$ cat config.mk
export PLATFORM = sky130hd
export DESIGN_NAME = cpsc_top
export DESIGN_NICKNAME = d
export VERILOG_FILES = /design/src/rtl/cpsc_pkg.sv /design/src/rtl/cpsc_top.sv
export SDC_FILE = /design/constraint.sdc
export NUM_CORES = 1
export LEC_CHECK = 0
export BUFFER_PORTS_ARGS = -buffer_cell sky130_fd_sc_hd__buf_2
export CORE_MARGIN = 2
export CORE_UTILIZATION = 40
export DETAILED_ROUTE_END_ITERATION = 10
export MAX_ROUTING_LAYER = met4
export PLACE_DENSITY_LB_ADDON = 0.12
export SYNTH_ARGS = -nofsm -noshare
export SYNTH_HDL_FRONTEND = slang
export SYNTH_SLANG_ARGS = --single-unit
$ cat constraint.sdc
create_clock -name core_clk -period 3.05 [get_ports core_clk]
set_clock_uncertainty 0.2 [all_clocks]
set_input_delay 0.61 -clock core_clk [delete_from_list [all_inputs] [get_ports core_clk]]
set_output_delay 0.61 -clock core_clk [all_outputs]
set_load 0.01 [all_outputs]
$ cat src/rtl/cpsc_pkg.sv
// Constants, types and register map of the clock prescaler and sleep control.
// Assumes one master clock; all slower clocks leave the block as enable pulses.
package cpsc_pkg;

    localparam int ADDR_W = 4;
    localparam int DATA_W = 8;

    // Register byte addresses
    localparam logic [ADDR_W-1:0] ADDR_DIVCTL = 4'h0;
    localparam logic [ADDR_W-1:0] ADDR_SLEEPCTL = 4'h1;

    // Divide control fields
    localparam int DIV_UNLOCK_BIT = 7;
    localparam int DIV_SEL_LSB = 0;
    localparam int DIV_SEL_W = 4;
    localparam logic [DATA_W-1:0] DIV_UNLOCK_WORD = 8'h80;
    localparam logic [DIV_SEL_W-1:0] SEL_DIV1 = 4'h0;
    localparam logic [DIV_SEL_W-1:0] SEL_DIV8 = 4'h3;
    localparam logic [DIV_SEL_W-1:0] SEL_MAX = 4'h8;

    // Sleep control fields
    localparam int SLP_PULLUP_BIT = 6;
    localparam int SLP_ALLOW_BIT = 5;
    localparam int SLP_KIND_LSB = 3;
    localparam int SLP_SENSE_LSB = 0;
    localparam logic [DATA_W-1:0] SLEEPCTL_RESET = 8'h00;

    // Sleep kinds
    localparam logic [1:0] SK_IDLE = 2'h0;
    localparam logic [1:0] SK_ADCNR = 2'h1;
    localparam logic [1:0] SK_PDOWN = 2'h2;
    localparam logic [1:0] SK_RSVD = 2'h3;

    // Timing counts
    localparam int CNT_W = 8;
    localparam int UNLOCK_CYC = 4;
    localparam int HOLD_CYC = 4;
    localparam int STARTUP_CK = 6;
    localparam logic [2:0] UNLOCK_LAST = 3'(UNLOCK_CYC - 1);
    localparam logic [2:0] HOLD_LAST = 3'(HOLD_CYC - 1);
    localparam logic [2:0] STARTUP_LAST = 3'(STARTUP_CK - 1);

    typedef enum logic [1:0] {
        PM_RUN = 2'b00,
        PM_SLEEP = 2'b01,
        PM_START = 2'b11,
        PM_HOLD = 2'b10
    } cpsc_pm_t;

    typedef struct packed {
        logic anyIrq;
        logic adcDone;
        logic storeReady;
        logic extLevel;
        logic pinChange;
        logic wdtIrq;
    } cpsc_wake_t;

    typedef struct packed {
        logic cpu;
        logic flash;
        logic io;
        logic adc;
        logic osc;
    } cpsc_clken_t;

endpackage : cpsc_pkg

$ cat src/rtl/cpsc_top.sv
// Clock prescaler with timed unlock, and three-mode sleep control.
// Assumes bus strobes and the sleep instruction pulse arrive in CPU-enabled cycles.
//
// How it works
// - One division factor drives CPU, flash, I/O and converter enables alike.
// - Unlock bit sets only when the write is exactly 0x80.
// - Unlock clears after four cycles or when the select field is written.
// - Rewriting unlock while open neither restarts nor cancels the window.
// - Reserved bits of both registers read as zero.
// - Select codes 0..8 give divide by 1..256; 9..15 are reserved.
// - Reset loads select 0000, or 0011 when the div8 fuse is programmed.
// - Any select value is accepted through unlock, whatever the fuse.
// - Division changes only on an old-period boundary, so no glitch.
// - New rate is active one old plus one new period after the write.
// - Prescaler is a master-rate counter and its count is never readable.
// - Sleep instruction sleeps only while the sleep allow bit is one.
// - Sleep kind 00 idle, 01 converter quiet, 10 power-down, 11 reserved.
// - On wake the CPU is held four cycles beyond start-up.
// - State survives sleep; reset during sleep returns to running.
// - Idle stops CPU and flash only; wakes on any enabled interrupt.
// - Idle or converter quiet entry starts a conversion if enabled.
// - Converter quiet stops I/O, CPU, flash; limited wake sources.
// - Power-down stops oscillator and all clocks; fewest wake sources.
//
// The placing of the registers and the plain strobed port are this design's own decisions.
`timescale 1ns/1ps
`default_nettype none

module cpsc_top (
    input wire logic core_clk,
    input wire logic rst_n,
    input wire logic [cpsc_pkg::ADDR_W-1:0] regAddr,
    input wire logic [cpsc_pkg::DATA_W-1:0] regWrData,
    input wire logic regWr,
    input wire logic regRd,
    output logic [cpsc_pkg::DATA_W-1:0] regRdData,
    input wire logic initialDiv8FuseProg,
    input wire logic sleepInstr,
    input wire logic adcEnabled,
    input wire cpsc_pkg::cpsc_wake_t wakeReq,
    output cpsc_pkg::cpsc_clken_t clkEn,
    output logic adcStartConv,
    output logic cpuHalted,
    output logic pullupGlobalOff,
    output logic [1:0] extIrqSense
);
    import cpsc_pkg::*;

    ////////////////////////////////////////////////////////////////////////
    typedef struct packed {
        logic fuseDone;
        logic [DIV_SEL_W-1:0] sel;
        logic pend;
        logic [DIV_SEL_W-1:0] pendSel;
        logic [CNT_W-1:0] cnt;
        logic unlock;
        logic [2:0] unlockCnt;
        logic sleepAllow;
        logic [1:0] kind;
        logic pullupOff;
        logic [1:0] sense;
        cpsc_pm_t mode;
        logic [1:0] curKind;
        logic [2:0] wcnt;
        logic halted;
        cpsc_clken_t en;
        logic adcStart;
        logic [DATA_W-1:0] rdata;
    } cpsc_state_t;

    cpsc_state_t s;
    cpsc_state_t next_s;

    // Reserved codes saturate at the largest factor rather than run fast
    function automatic logic [CNT_W-1:0] divMask(input logic [DIV_SEL_W-1:0] sel);
        logic [DIV_SEL_W-1:0] k;
        k = (sel > SEL_MAX) ? SEL_MAX : sel;
        divMask = CNT_W'((9'h001 << k) - 9'h001);
    endfunction : divMask

    function automatic logic wakeHit(input logic [1:0] kind, input cpsc_wake_t w);
        unique case (kind)
            SK_IDLE: wakeHit = |w;
            SK_ADCNR: wakeHit = w.adcDone | w.storeReady | w.extLevel | w.pinChange | w.wdtIrq;
            SK_PDOWN: wakeHit = w.extLevel | w.pinChange | w.wdtIrq;
            default: wakeHit = 1'b1;
        endcase
    endfunction : wakeHit

    ////////////////////////////////////////////////////////////////////////
    always_comb begin
        logic oscRun;
        logic tick;
        logic cpuTick;
        logic asleep;
        logic [CNT_W-1:0] m;
        oscRun = 1'b0;
        tick = 1'b0;
        cpuTick = 1'b0;
        asleep = 1'b0;
        m = '0;
        next_s = s;
        next_s.adcStart = 1'b0;
        next_s.rdata = '0;

        // Fuse strap caught after reset release
        if (!s.fuseDone) begin
            next_s.fuseDone = 1'b1;
            next_s.sel = initialDiv8FuseProg ? SEL_DIV8 : SEL_DIV1;
        end

        oscRun = !(s.mode == PM_SLEEP && s.curKind == SK_PDOWN);
        asleep = (s.mode != PM_RUN);

        m = divMask(s.sel);
        tick = oscRun && s.fuseDone && ((s.cnt & m) == m);
        cpuTick = tick && !asleep;
        if (oscRun) begin
            // Switch only on an old-period edge; restart count
            if (tick && s.pend) begin
                next_s.sel = s.pendSel;
                next_s.pend = 1'b0;
                next_s.cnt = '0;
            end else begin
                next_s.cnt = s.cnt + 8'h01;
            end
        end

        // Window counted in CPU cycles; timeout
        if (s.unlock && cpuTick) begin
            if (s.unlockCnt == UNLOCK_LAST) begin
                next_s.unlock = 1'b0;
                next_s.unlockCnt = '0;
            end else begin
                next_s.unlockCnt = s.unlockCnt + 3'h1;
            end
        end

        if (regWr && regAddr == ADDR_DIVCTL) begin
            if (regWrData == DIV_UNLOCK_WORD) begin
                // Exact unlock word; open window left alone
                if (!s.unlock) begin
                    next_s.unlock = 1'b1;
                    next_s.unlockCnt = '0;
                end
            end else if (s.unlock && !regWrData[DIV_UNLOCK_BIT]) begin
                // Any code accepted; select write closes window
                next_s.pend = 1'b1;
                next_s.pendSel = regWrData[DIV_SEL_LSB +: DIV_SEL_W];
                next_s.unlock = 1'b0;
                next_s.unlockCnt = '0;
            end
        end
        if (regWr && regAddr == ADDR_SLEEPCTL) begin
            next_s.pullupOff = regWrData[SLP_PULLUP_BIT];
            next_s.sleepAllow = regWrData[SLP_ALLOW_BIT];
            next_s.kind = regWrData[SLP_KIND_LSB +: 2];
            next_s.sense = regWrData[SLP_SENSE_LSB +: 2];
        end

        // Reserved bits and unmapped addresses read zero
        if (regRd) begin
            if (regAddr == ADDR_DIVCTL) begin
                next_s.rdata[DIV_UNLOCK_BIT] = s.unlock;
                next_s.rdata[DIV_SEL_LSB +: DIV_SEL_W] = s.sel;
            end else if (regAddr == ADDR_SLEEPCTL) begin
                next_s.rdata[SLP_PULLUP_BIT] = s.pullupOff;
                next_s.rdata[SLP_ALLOW_BIT] = s.sleepAllow;
                next_s.rdata[SLP_KIND_LSB +: 2] = s.kind;
                next_s.rdata[SLP_SENSE_LSB +: 2] = s.sense;
            end
        end

        // Nothing is cleared by sleep; a wake through hold or a reset returns to run
        unique case (s.mode)
            PM_RUN: begin
                // Allow bit gates; reserved kind does not sleep
                if (sleepInstr && s.sleepAllow && s.kind != SK_RSVD) begin
                    next_s.mode = PM_SLEEP;
                    next_s.curKind = s.kind;
                    next_s.adcStart = adcEnabled && (s.kind != SK_PDOWN);
                end
            end
            PM_SLEEP: begin
                if (wakeHit(s.curKind, wakeReq)) begin
                    next_s.mode = (s.curKind == SK_PDOWN) ? PM_START : PM_HOLD;
                    next_s.wcnt = '0;
                end
            end
            PM_START: begin
                if (s.wcnt == STARTUP_LAST) begin
                    next_s.mode = PM_HOLD;
                    next_s.wcnt = '0;
                end else begin
                    next_s.wcnt = s.wcnt + 3'h1;
                end
            end
            PM_HOLD: begin
                // Four CPU cycles of hold after start-up
                if (tick) begin
                    if (s.wcnt == HOLD_LAST) begin
                        next_s.mode = PM_RUN;
                        next_s.wcnt = '0;
                    end else begin
                        next_s.wcnt = s.wcnt + 3'h1;
                    end
                end
            end
        endcase

        // Same tick feeds every domain; gating by kind
        next_s.en.cpu = cpuTick;
        next_s.en.flash = cpuTick;
        next_s.en.io = tick && !(asleep && s.curKind != SK_IDLE);
        next_s.en.adc = tick && !(asleep && s.curKind == SK_PDOWN);
        next_s.en.osc = oscRun;
        // Halt flag registered so the port comes from a flop
        next_s.halted = (next_s.mode != PM_RUN);
    end

    ////////////////////////////////////////////////////////////////////////
    always_ff @(posedge core_clk or negedge rst_n) begin
        if (!rst_n) begin
            s <= '0;
            s.sleepAllow <= SLEEPCTL_RESET[SLP_ALLOW_BIT];
            s.mode <= PM_RUN;
        end else begin
            s <= next_s;
        end
    end

    assign regRdData = s.rdata;
    assign clkEn = s.en;
    assign adcStartConv = s.adcStart;
    assign cpuHalted = s.halted;
    assign pullupGlobalOff = s.pullupOff;
    assign extIrqSense = s.sense;

endmodule : cpsc_top

`default_nettype wire

**Word level (Yosys, flattened, before mapping)**

Cells that the tools add are included.

- Register bits after elaboration: 49
- Logic and storage cells: 122
- Output and inout port bits: 18
- Bits of input ports: 25

- Order comparisons: 1
- Reductions and logical operators: 32
- Shift-type cells: 1
- Eq/ne operators: 15
- Add/sub/neg operators: 4
- Bitwise operators: 8
- Muxes and demuxes: 40

Operator list:

| kind | count |
|---|---|
| $mux W4 | 9 |
| $mux W5 | 5 |
| $mux W3 | 6 |
| $logic_and A1 B1 Y1 | 16 |
| $mux W8 | 2 |
| $mux W2 | 7 |
| $pmux W3 S3 | 1 |
| $add A8 B1 Y8 const B | 1 |
| $and A8 B8 Y8 | 1 |
| $eq A8 B8 Y1 | 1 |
| $eq A8 B8 Y1 const B | 1 |
| $mux W1 | 8 |
| $pmux W2 S4 | 1 |
| $shl A1 B4 Y8 const A | 1 |
| $sub A8 B1 Y8 const B | 1 |
| $add A3 B1 Y3 const B | 2 |
| $eq A2 B2 Y1 const B | 3 |
| $eq A3 B2 Y1 const B | 2 |
| $ne A2 B2 Y1 const B | 3 |
| $or A1 B1 Y1 | 6 |
| $reduce_and A3 Y1 | 2 |
| $reduce_bool A2 Y1 | 3 |
| $reduce_or A6 Y1 | 1 |
| $logic_not A1 Y1 | 5 |
| other kinds (11) | 13 |

**Longest topological paths before layout**

Gate-level depths: netlist (run 1).

- Word-level depth: 13
- Mapped depth: 10
- Gate-level depth less buffers: 8

**Worst setup path before layout (run 1)**

No wires, ideal clock.

- Path type: reg2reg
- Start point: reg s[46] (netlist bit)
- End point: reg s[15] (netlist bit)
- Required time: 2.729 ns
- Cell stages (with the launch flop): 10
- Setup time: 0.121 ns
- Clock period less this slack: 3.047 ns
- Slack: 0.003 ns
- Buffers on the path: 2
- Arrival time: 2.726 ns
- Path through: dfrtp_1 buf_6 or4b_2 ha_1 or3_1 a211o_2 and4_1 buf_2 a21o_1 a22o_1

- Cells in the longest elaborated chain, start to end: 9

Ends and longest elaborated chain:

| what | line | text |
|---|---|---|
| start, declared | cpsc_top.sv:71 | `cpsc_state_t s;` |
| start signal, assigned | cpsc_top.sv:228 | `s <= next_s;` |
| $gt A4 B4 Y1 | cpsc_top.sv:77 | `k = (sel > SEL_MAX) ? SEL_MAX : sel;` |
| $mux W4 * | cpsc_top.sv:77 |  |
| $shl A1 B4 Y8 * | cpsc_top.sv:78 | `divMask = CNT_W'((9'h001 << k) - 9'h001);` |
| $sub A8 B1 Y8 * | cpsc_top.sv:78 |  |
| $and A8 B8 Y8 | cpsc_top.sv:116 | `tick = oscRun && s.fuseDone && ((s.cnt & m) == m);` |
| $eq A8 B8 Y1 * | cpsc_top.sv:116 |  |
| $logic_and A1 B1 Y1 * | cpsc_top.sv:116 |  |
| $ne A2 B2 Y1 (no source line) * | -- |  |
| $reduce_and A3 Y1 (no source line) * | -- |  |

Mark *: on every way between the ends. The rest lies on a longest branch, timed or not.
A chain may end at the register's enable or synchronous reset.

**Final worst setup path (run 1)**

Ends and elaborated chain as after synthesis.

==> summary.txt, run 1 <==
Run status
  – Status: finished, final reports clean

Power and ir drop
  – Sequential share of power: ~48%
  – Int Pwr: 0.00119 W
  – Power density of the placed cells: approximately 590 nW/µm²
  – Leak: ~1.4 nW
  – VDD IR max: 0.276 mV
  – Sw Ratio: between 30% and 40%
  – Comb pwr share: roughly a quarter
  – Net switching power: between 0.0005 and 0.0006 W
  – Clock Power Share: between 20% and 30%

Worst hold path
  – Min-Delay Path Class: input port to asynchronous set/reset pin

Critical path
  – Critical path's slowest cell: or4b_2
  – Worst path required time: about 3 ns
  – Crit-path leading delay family: simple AND/OR/NAND/NOR gates
  – CP Capture Type: flop
  – Largest stage delay, worst path: 0.68 ns
  – CP Max Fanout: 6
  – Worst Path Class, Setup: flop to flop
  – Worst-path cell chain: or4b_2 -> ha_2 -> or3_1 -> a211o_2 -> and4_2 -> a21o_1 -> a22o_1
  – CP arrival: around 3.0 ns
  – R2R Setup Slk: about 0.10 ns
  – Critical path buffers and inverters: 0
  – Startpoint types: flop

STA
  – Final slew viol count: 0
  – RSZ-0062 raised after global routing: false
  – Final setup margin: roughly 0.1 ns
  – Min Tclk post-route: around 3.0 ns
  – Final Hold Fails: 0
  – Relative slew slack: 59.0%
  – Part of the cycle the worst path needs: approximately 97%
  – Final setup vio count: 0
  – FMAX: between 0.3 and 0.4 GHz
  – Setup TNS Final: 0 ns
  – Worst Tran Pin Value: 0.615 ns

Routing
  – Met3 wire length: between 100 and 150 µm
  – M1 wire length: 2690 µm
  – Routed len/inst: ~14 µm
  – Starting DRT DRC Count: 70
  – DRC Markers: 0
  – Met2 Wirelength: between 2000 and 3000 µm
  – DRT Pass-1 Iters: 4
  – Vias: approximately 1900
  – Vias per inst: between 5 and 6
  – Routed wire length: 5340 µm
  – Post-route ant nets: 0
  – Top routing layer in use: met4

Cells and area
  – Register area: 1230 µm²
  – Final core utilization: 46.2%
  – Multi-input gate area: between 1000 and 1500 µm²
  – P&R area growth vs syn: 11.1%
  – Non-filler instance count after layout: approximately 370
  – Total inserted antenna cells: 0
  – Commonest non-fill, non-tap cell in the layout: dfrtp_1
  – Most frequent cells in the layout: dfrtp_1, buf_2, nor2_1
  – Fillers: roughly 630
  – Nets: between 300 and 400
  – Fraction of layout cells with a size suffix above 1: between 20% and 30%

Placement
  – Setup WS pre-CTS: 0.0684 ns
  – Cell total after placement: ~360
  – Final HPWL DP: approximately 3900 µm
  – RePlAce Congestion: approximately 0.73
  – Port bufs: 42

Clock tree
  – Clock Tree Buf Depth: 2
  – Clk sinks: 49
  – Clock slew at reported path FFs: about 0.1 ns
  – Worst-skew pair later-pin latency: about 0.30 ns
  – Htree depth: 2
  – CTS tree: yes
  – Num CTS Buffers: 5
  – CTS Root Cell: clkbuf_8
  – Hold Buf Count CTS: 0

Global route
  – Largest net degree at the start of global routing: 50
  – Vias in the first global route: slightly below 2000
  – Congestion Overflow GR: 0
  – Initial antenna violation count: 0
  – First-pass GRT wire length: 9240 µm
  – GRT Overall Usage: roughly 16%

Synth
  – Post-Synth Simple-Gate Area: between 10% and 20%
  – Main combinational cell family by area after synthesis: simple AND/OR/NAND/NOR gates
  – Cell Area, Synth: 2670 µm²
  – Mux share of post-synthesis cell area: under 10%
  – Cell taking the most area after synthesis: dfrtp_1
  – Number of synthesis warnings: 0
  – Most used DFF post-synth: dfrtp_1
  – Count of different cell masters after synthesis: 57
  – Synth Area per Inst: ~10 µm²
  – Adder-Cell Fraction of Synth Area: 4.68%
  – Top-area cell type share of the netlist area: between 40 and 50%
  – Number of synthesized register bits: 49
  – Post-synthesis xor/xnor area fraction: 1.97%
  – Cells after synthesis: approximately 260
  – Post-synthesis sequential area ratio: a little under half
  – Synth Area in Compound Gates: about 11%
  – Main area contributors after synthesis: dfrtp_1, buf_4, ha_1
  – EDFF count, synth: 0
  – Post-synth ARST share: between 90% and 100%
  – Net Count, Synth: between 200 and 300

Floorplan
  – Die area: 7350 µm²
  – Die Span Y: around 86 µm
  – Num rows: 29
  – Die width: between 80 and 90 µm
  – Initial core utilization: a little over two fifths
  – Io pins: between 40 and 50
  – Core Box Area: ~6400 µm²

Job
  – Max-cap violations: 0
[stage by stage]
stage	cell area, µm²	hold WS [ns]	power (W)
finish	2970	0.196	0.00177
global route	2970	0.265	0.00188
CTS	2940	0.227	0.00177
detailed placement	2830	0.305	0.00128
global placement	2830	0.296	0.00127
floorplan	2670	0.114	0.00117
[worst paths after layout]
| path | start | to | cells past startpoint |
|---|---|---|---|
| min in group core_clk | adcEnabled | adcStartConv | 2 |
| max in group asynchronous | rst_n | s[16] | 2 |
| worst min register to register | s[40] | s[45] | 1 |
| worst max-delay path | s[46] | s[15] | 7 |
| worst min-delay path | rst_n | adcStartConv | 2 |
| worst max register to register | s[46] | s[15] | 7 |
[worst register-to-register path, stage by stage (launching register included)]
cell and delay, ns:
dfrtp_1 0.38, or4b_2 0.68, ha_2 0.22, or3_1 0.38, a211o_2 0.37, and4_2 0.30, a21o_1 0.16, a22o_1 0.17
[state kept, by name (all words and copies together), names as in the netlist]
register / flops
adcStartConv: 1
clkEn: 4
cpuHalted: 1
extIrqSense: 2
pullupGlobalOff: 1
regRdData: 8
s: 32
[layer usage]
| metal | track usage (%) | vias to the layer above |
|---|---|---|
| li1 | - | 964 |
| met4 | 3.46 | 0 |
| met3 | 2.89 | 2 |
| met1 | 22.0 | 894 |
| met2 | 25.4 | 19 |
| met5 | - | - |
[layout make-up]
| cell class | instances | share of cell area, % |
|---|---|---|
| flip-flops and latches | 49 | 41.3 |
| multi-input cells | 173 | 40.7 |
| repair buffers | 50 | 9.10 |
| well taps | 77 | 3.24 |
| clock buffers | 5 | 2.32 |
| inverters | 14 | 1.77 |
| clock inverters | 3 | 1.60 |
[cell usage after synthesis (2+ instances only)]
cell type	number
dfrtp_1	49
nor2_1	29
nand2_1	25
buf_4	17
inv_1	14
mux2_2	11
ha_1	10
a21oi_1	8
o21ai_0	6
mux2i_1	5
nand2b_1	5
nand3_1	5
nand4_1	5
nor3_1	5
buf_6	4
o31ai_1	4
xnor2_1	4
and3_1	3
nor4b_1	3
a211oi_1	2
a21o_1	2
and2_1	2
and2b_1	2
clkbuf_1	2
nor3b_1	2
nor4_1	2
o211ai_1	2
o22ai_1	2
o31a_1	2
xor2_1	2
[kinds of logic (layout without fill, tap and decap cells)]
group / count (synthesis) / after routing
adder cells (fa/ha/maj): 10 / 10
buffers and inverters: 39 / 72
AND/OR/NAND/NOR: 99 / 99
multiplexers: 17 / 17
other: 1 / 1
flip-flops: 49 / 49
AO/OA/AOI/OAI: 40 / 40
XOR/XNOR: 6 / 6
[power groups by stage]
stage          Sequential, W  Clock [W]  Combinational, W
2_1_floorplan       0.000814          0          0.000356
6_report            0.000844   0.000485          0.000436
5_1_grt             0.000859   0.000526          0.000499
3_3_place_gp        0.000854          0          0.000420
4_1_cts             0.000844   0.000499          0.000428
3_5_place_dp        0.000854          0          0.000426
[timing repair]
item	4_1_cts	5_1_grt
setup endpoints to repair	0	15
buffers inserted	0	2
resized for setup	0	5
No activity file was read; power rests on OpenSTA's default activity.
==> run 2: changes to the inputs <==
--- a/config.mk
+++ b/config.mk
@@ -5,7 +5,7 @@
 export SDC_FILE = /design/constraint.sdc
 export NUM_CORES = 1
 export LEC_CHECK = 0
-export BUFFER_PORTS_ARGS = -buffer_cell sky130_fd_sc_hd__buf_2
+export BUFFER_PORTS_ARGS = -buffer_cell sky130_fd_sc_hd__buf_4
 export CORE_MARGIN = 2
 export CORE_UTILIZATION = 40
 export DETAILED_ROUTE_END_ITERATION = 10
==> summary.txt, run 2 (same netlist as run 1, synthesis figures left out) <==
Cells and area
  – Total inserted antenna cells: 0
  – Multi-input gate area: between 1000 and 1500 µm²
  – Register area: roughly 1200 µm²
  – P&R area growth vs syn: 14.4%
  – Most frequent cells in the layout: dfrtp_1, buf_4, nor2_1
  – Max reg flops: 32
  – Fillers: between 600 and 700
  – Commonest non-fill, non-tap cell in the layout: dfrtp_1
  – Fraction of layout cells with a size suffix above 1: 27.4%
  – Final core utilization: between 40% and 50%
  – Most flop-heavy register: s
  – Nets: 326

Critical path
  – Startpoint types: flop
  – R2r startpoint: s[46]
  – Worst path required time: around 3.1 ns
  – Critical path's slowest cell: or4b_2
  – CP Capture Type: flop
  – Worst-path cell chain: or4b_2 -> ha_2 -> or3_1 -> a211o_2 -> and4_2 -> a21o_1 -> a22o_1
  – Worst Path Class, Setup: flop to flop
  – CP arrival: approximately 3.0 ns
  – CP Max Fanout: 6
  – Largest stage delay, worst path: a little under 0.7 ns
  – Worst reg2reg path endpoint: s[15]
  – Worst-case reg-to-reg path depth: 7
  – R2R Setup Slk: 0.10 ns

Placement
  – Setup WS pre-CTS: 0.0645 ns
  – Final HPWL DP: slightly below 4000 µm
  – Port bufs: 42
  – RePlAce Congestion: 0.728

Run status
  – Status: finished, final reports clean

STA
  – Final setup margin: between 0.1 and 0.15 ns
  – Final slew viol count: 0
  – RSZ-0062 raised after global routing: false
  – Part of the cycle the worst path needs: a little over nine tenths
  – Min Tclk post-route: just under 3 ns
  – Setup TNS Final: 0 ns
  – Worst Tran Pin Value: approximately 0.64 ns
  – Final setup vio count: 0
  – FMAX: ~0.34 GHz
  – Relative slew slack: around 58%
  – Final Hold Fails: 0

Clock tree
  – Num CTS Buffers: 5
  – Clock slew at reported path FFs: ~0.10 ns
  – Clock Tree Buf Depth: 2
  – Worst-skew pair later-pin latency: 0.31 ns
  – CTS Root Cell: clkbuf_8
  – Post-CTS sizing: 0
  – CTS tree: yes
  – Clk sinks: 49
  – Htree depth: 2
  – Hold Buf Count CTS: 0
  – Post-CTS setup buffer count: 0

Floorplan
  – Core Box Area: around 6400 µm²
  – Die area: ~7400 µm²
  – Initial core utilization: 41.6%
  – Io pins: 43
  – Die Span Y: 85.7 µm
  – Die width: approximately 86 µm
  – Num rows: 29

Global route
  – Initial antenna violation count: 0
  – Vias in the first global route: around 1900
  – Congestion Overflow GR: 0
  – First-pass GRT wire length: ~9100 µm
  – GRT Overall Usage: 16.1%
  – Largest net degree at the start of global routing: 50

Routing
  – Vias: roughly 1900
  – DRT Pass-1 Iters: 4
  – DRC Markers: 0
  – Starting DRT DRC Count: between 70 and 80
  – Routed wire length: between 5000 and 6000 µm
  – Post-route ant nets: 0
  – Vias per inst: between 5 and 6
  – Routed len/inst: roughly 14 µm

Worst hold path
  – Min-Delay Path Class: input port to asynchronous set/reset pin

Power and ir drop
  – VDD IR max: 0.247 mV
  – Power density of the placed cells: 579 nW/µm²
  – Leak: about 1.4 nW

Job
  – Max-cap violations: 0
==> run 2: cell count changes in the layout (fill, tap and decap cells not counted), sizes merged <==
cell and change:
inv -1, buf -2, clkinv +1
==> run 2: report_power, final <==
| group | internal, W | switching [W] |
|---|---|---|
| registers | 0.000736 | 0.000107 |
| logic | 0.000220 | 0.000229 |
| clock network | 0.000246 | 0.000233 |
| total | 0.00120 | 0.000569 |
==> run 2: cell type report <==
cell class              instances  share of cell area (%)
clock buffers                   5                    2.25
clock inverters                 3                    1.43
inverters                      14                    1.72
multi-input cells             173                    39.5
flip-flops and latches         49                    40.1
well taps                      77                    3.15
repair buffers                 48                    11.8
==> run 2: per-stage QoR <==
step           hold slack, ns  area [µm²]  total power, W  std cells
6_report                0.112        3060         0.00177        369
5_1_grt                 0.161        3060         0.00189        369
4_1_cts                 0.129        3040         0.00179        369
3_5_place_dp            0.293        2930         0.00130        361
3_3_place_gp            0.303        2930         0.00129        361
2_1_floorplan           0.114        2670         0.00117        261
==> run 2: worst max-delay path by stage <==
stage	startpoint	to
after detailed placement	s[46]	s[15]
after CTS	s[46]	s[15]
after floorplan	s[46]	s[15]
final	s[46]	s[15]
after global placement	s[46]	s[15]
after global routing	s[46]	s[15]
==> run 2: metal layers <==
metal | track usage, % | share of wire (%) | vias to the layer above
met2 | 23.8 | 46 | 34
met4 | 5.92 | 1.3 | 0
met1 | 22.2 | 49 | 922
li1 | - | - | 946
met5 | - | 0 | -
met3 | 3.08 | 3.0 | 5
==> run 2: critical path, delay by kind of cell (launching register included) <==
kind            cells  cell delay, ns
compound gates      3            0.71
fa+ha+maj           1            0.23
flops               1            0.38
simple gates        3            1.34
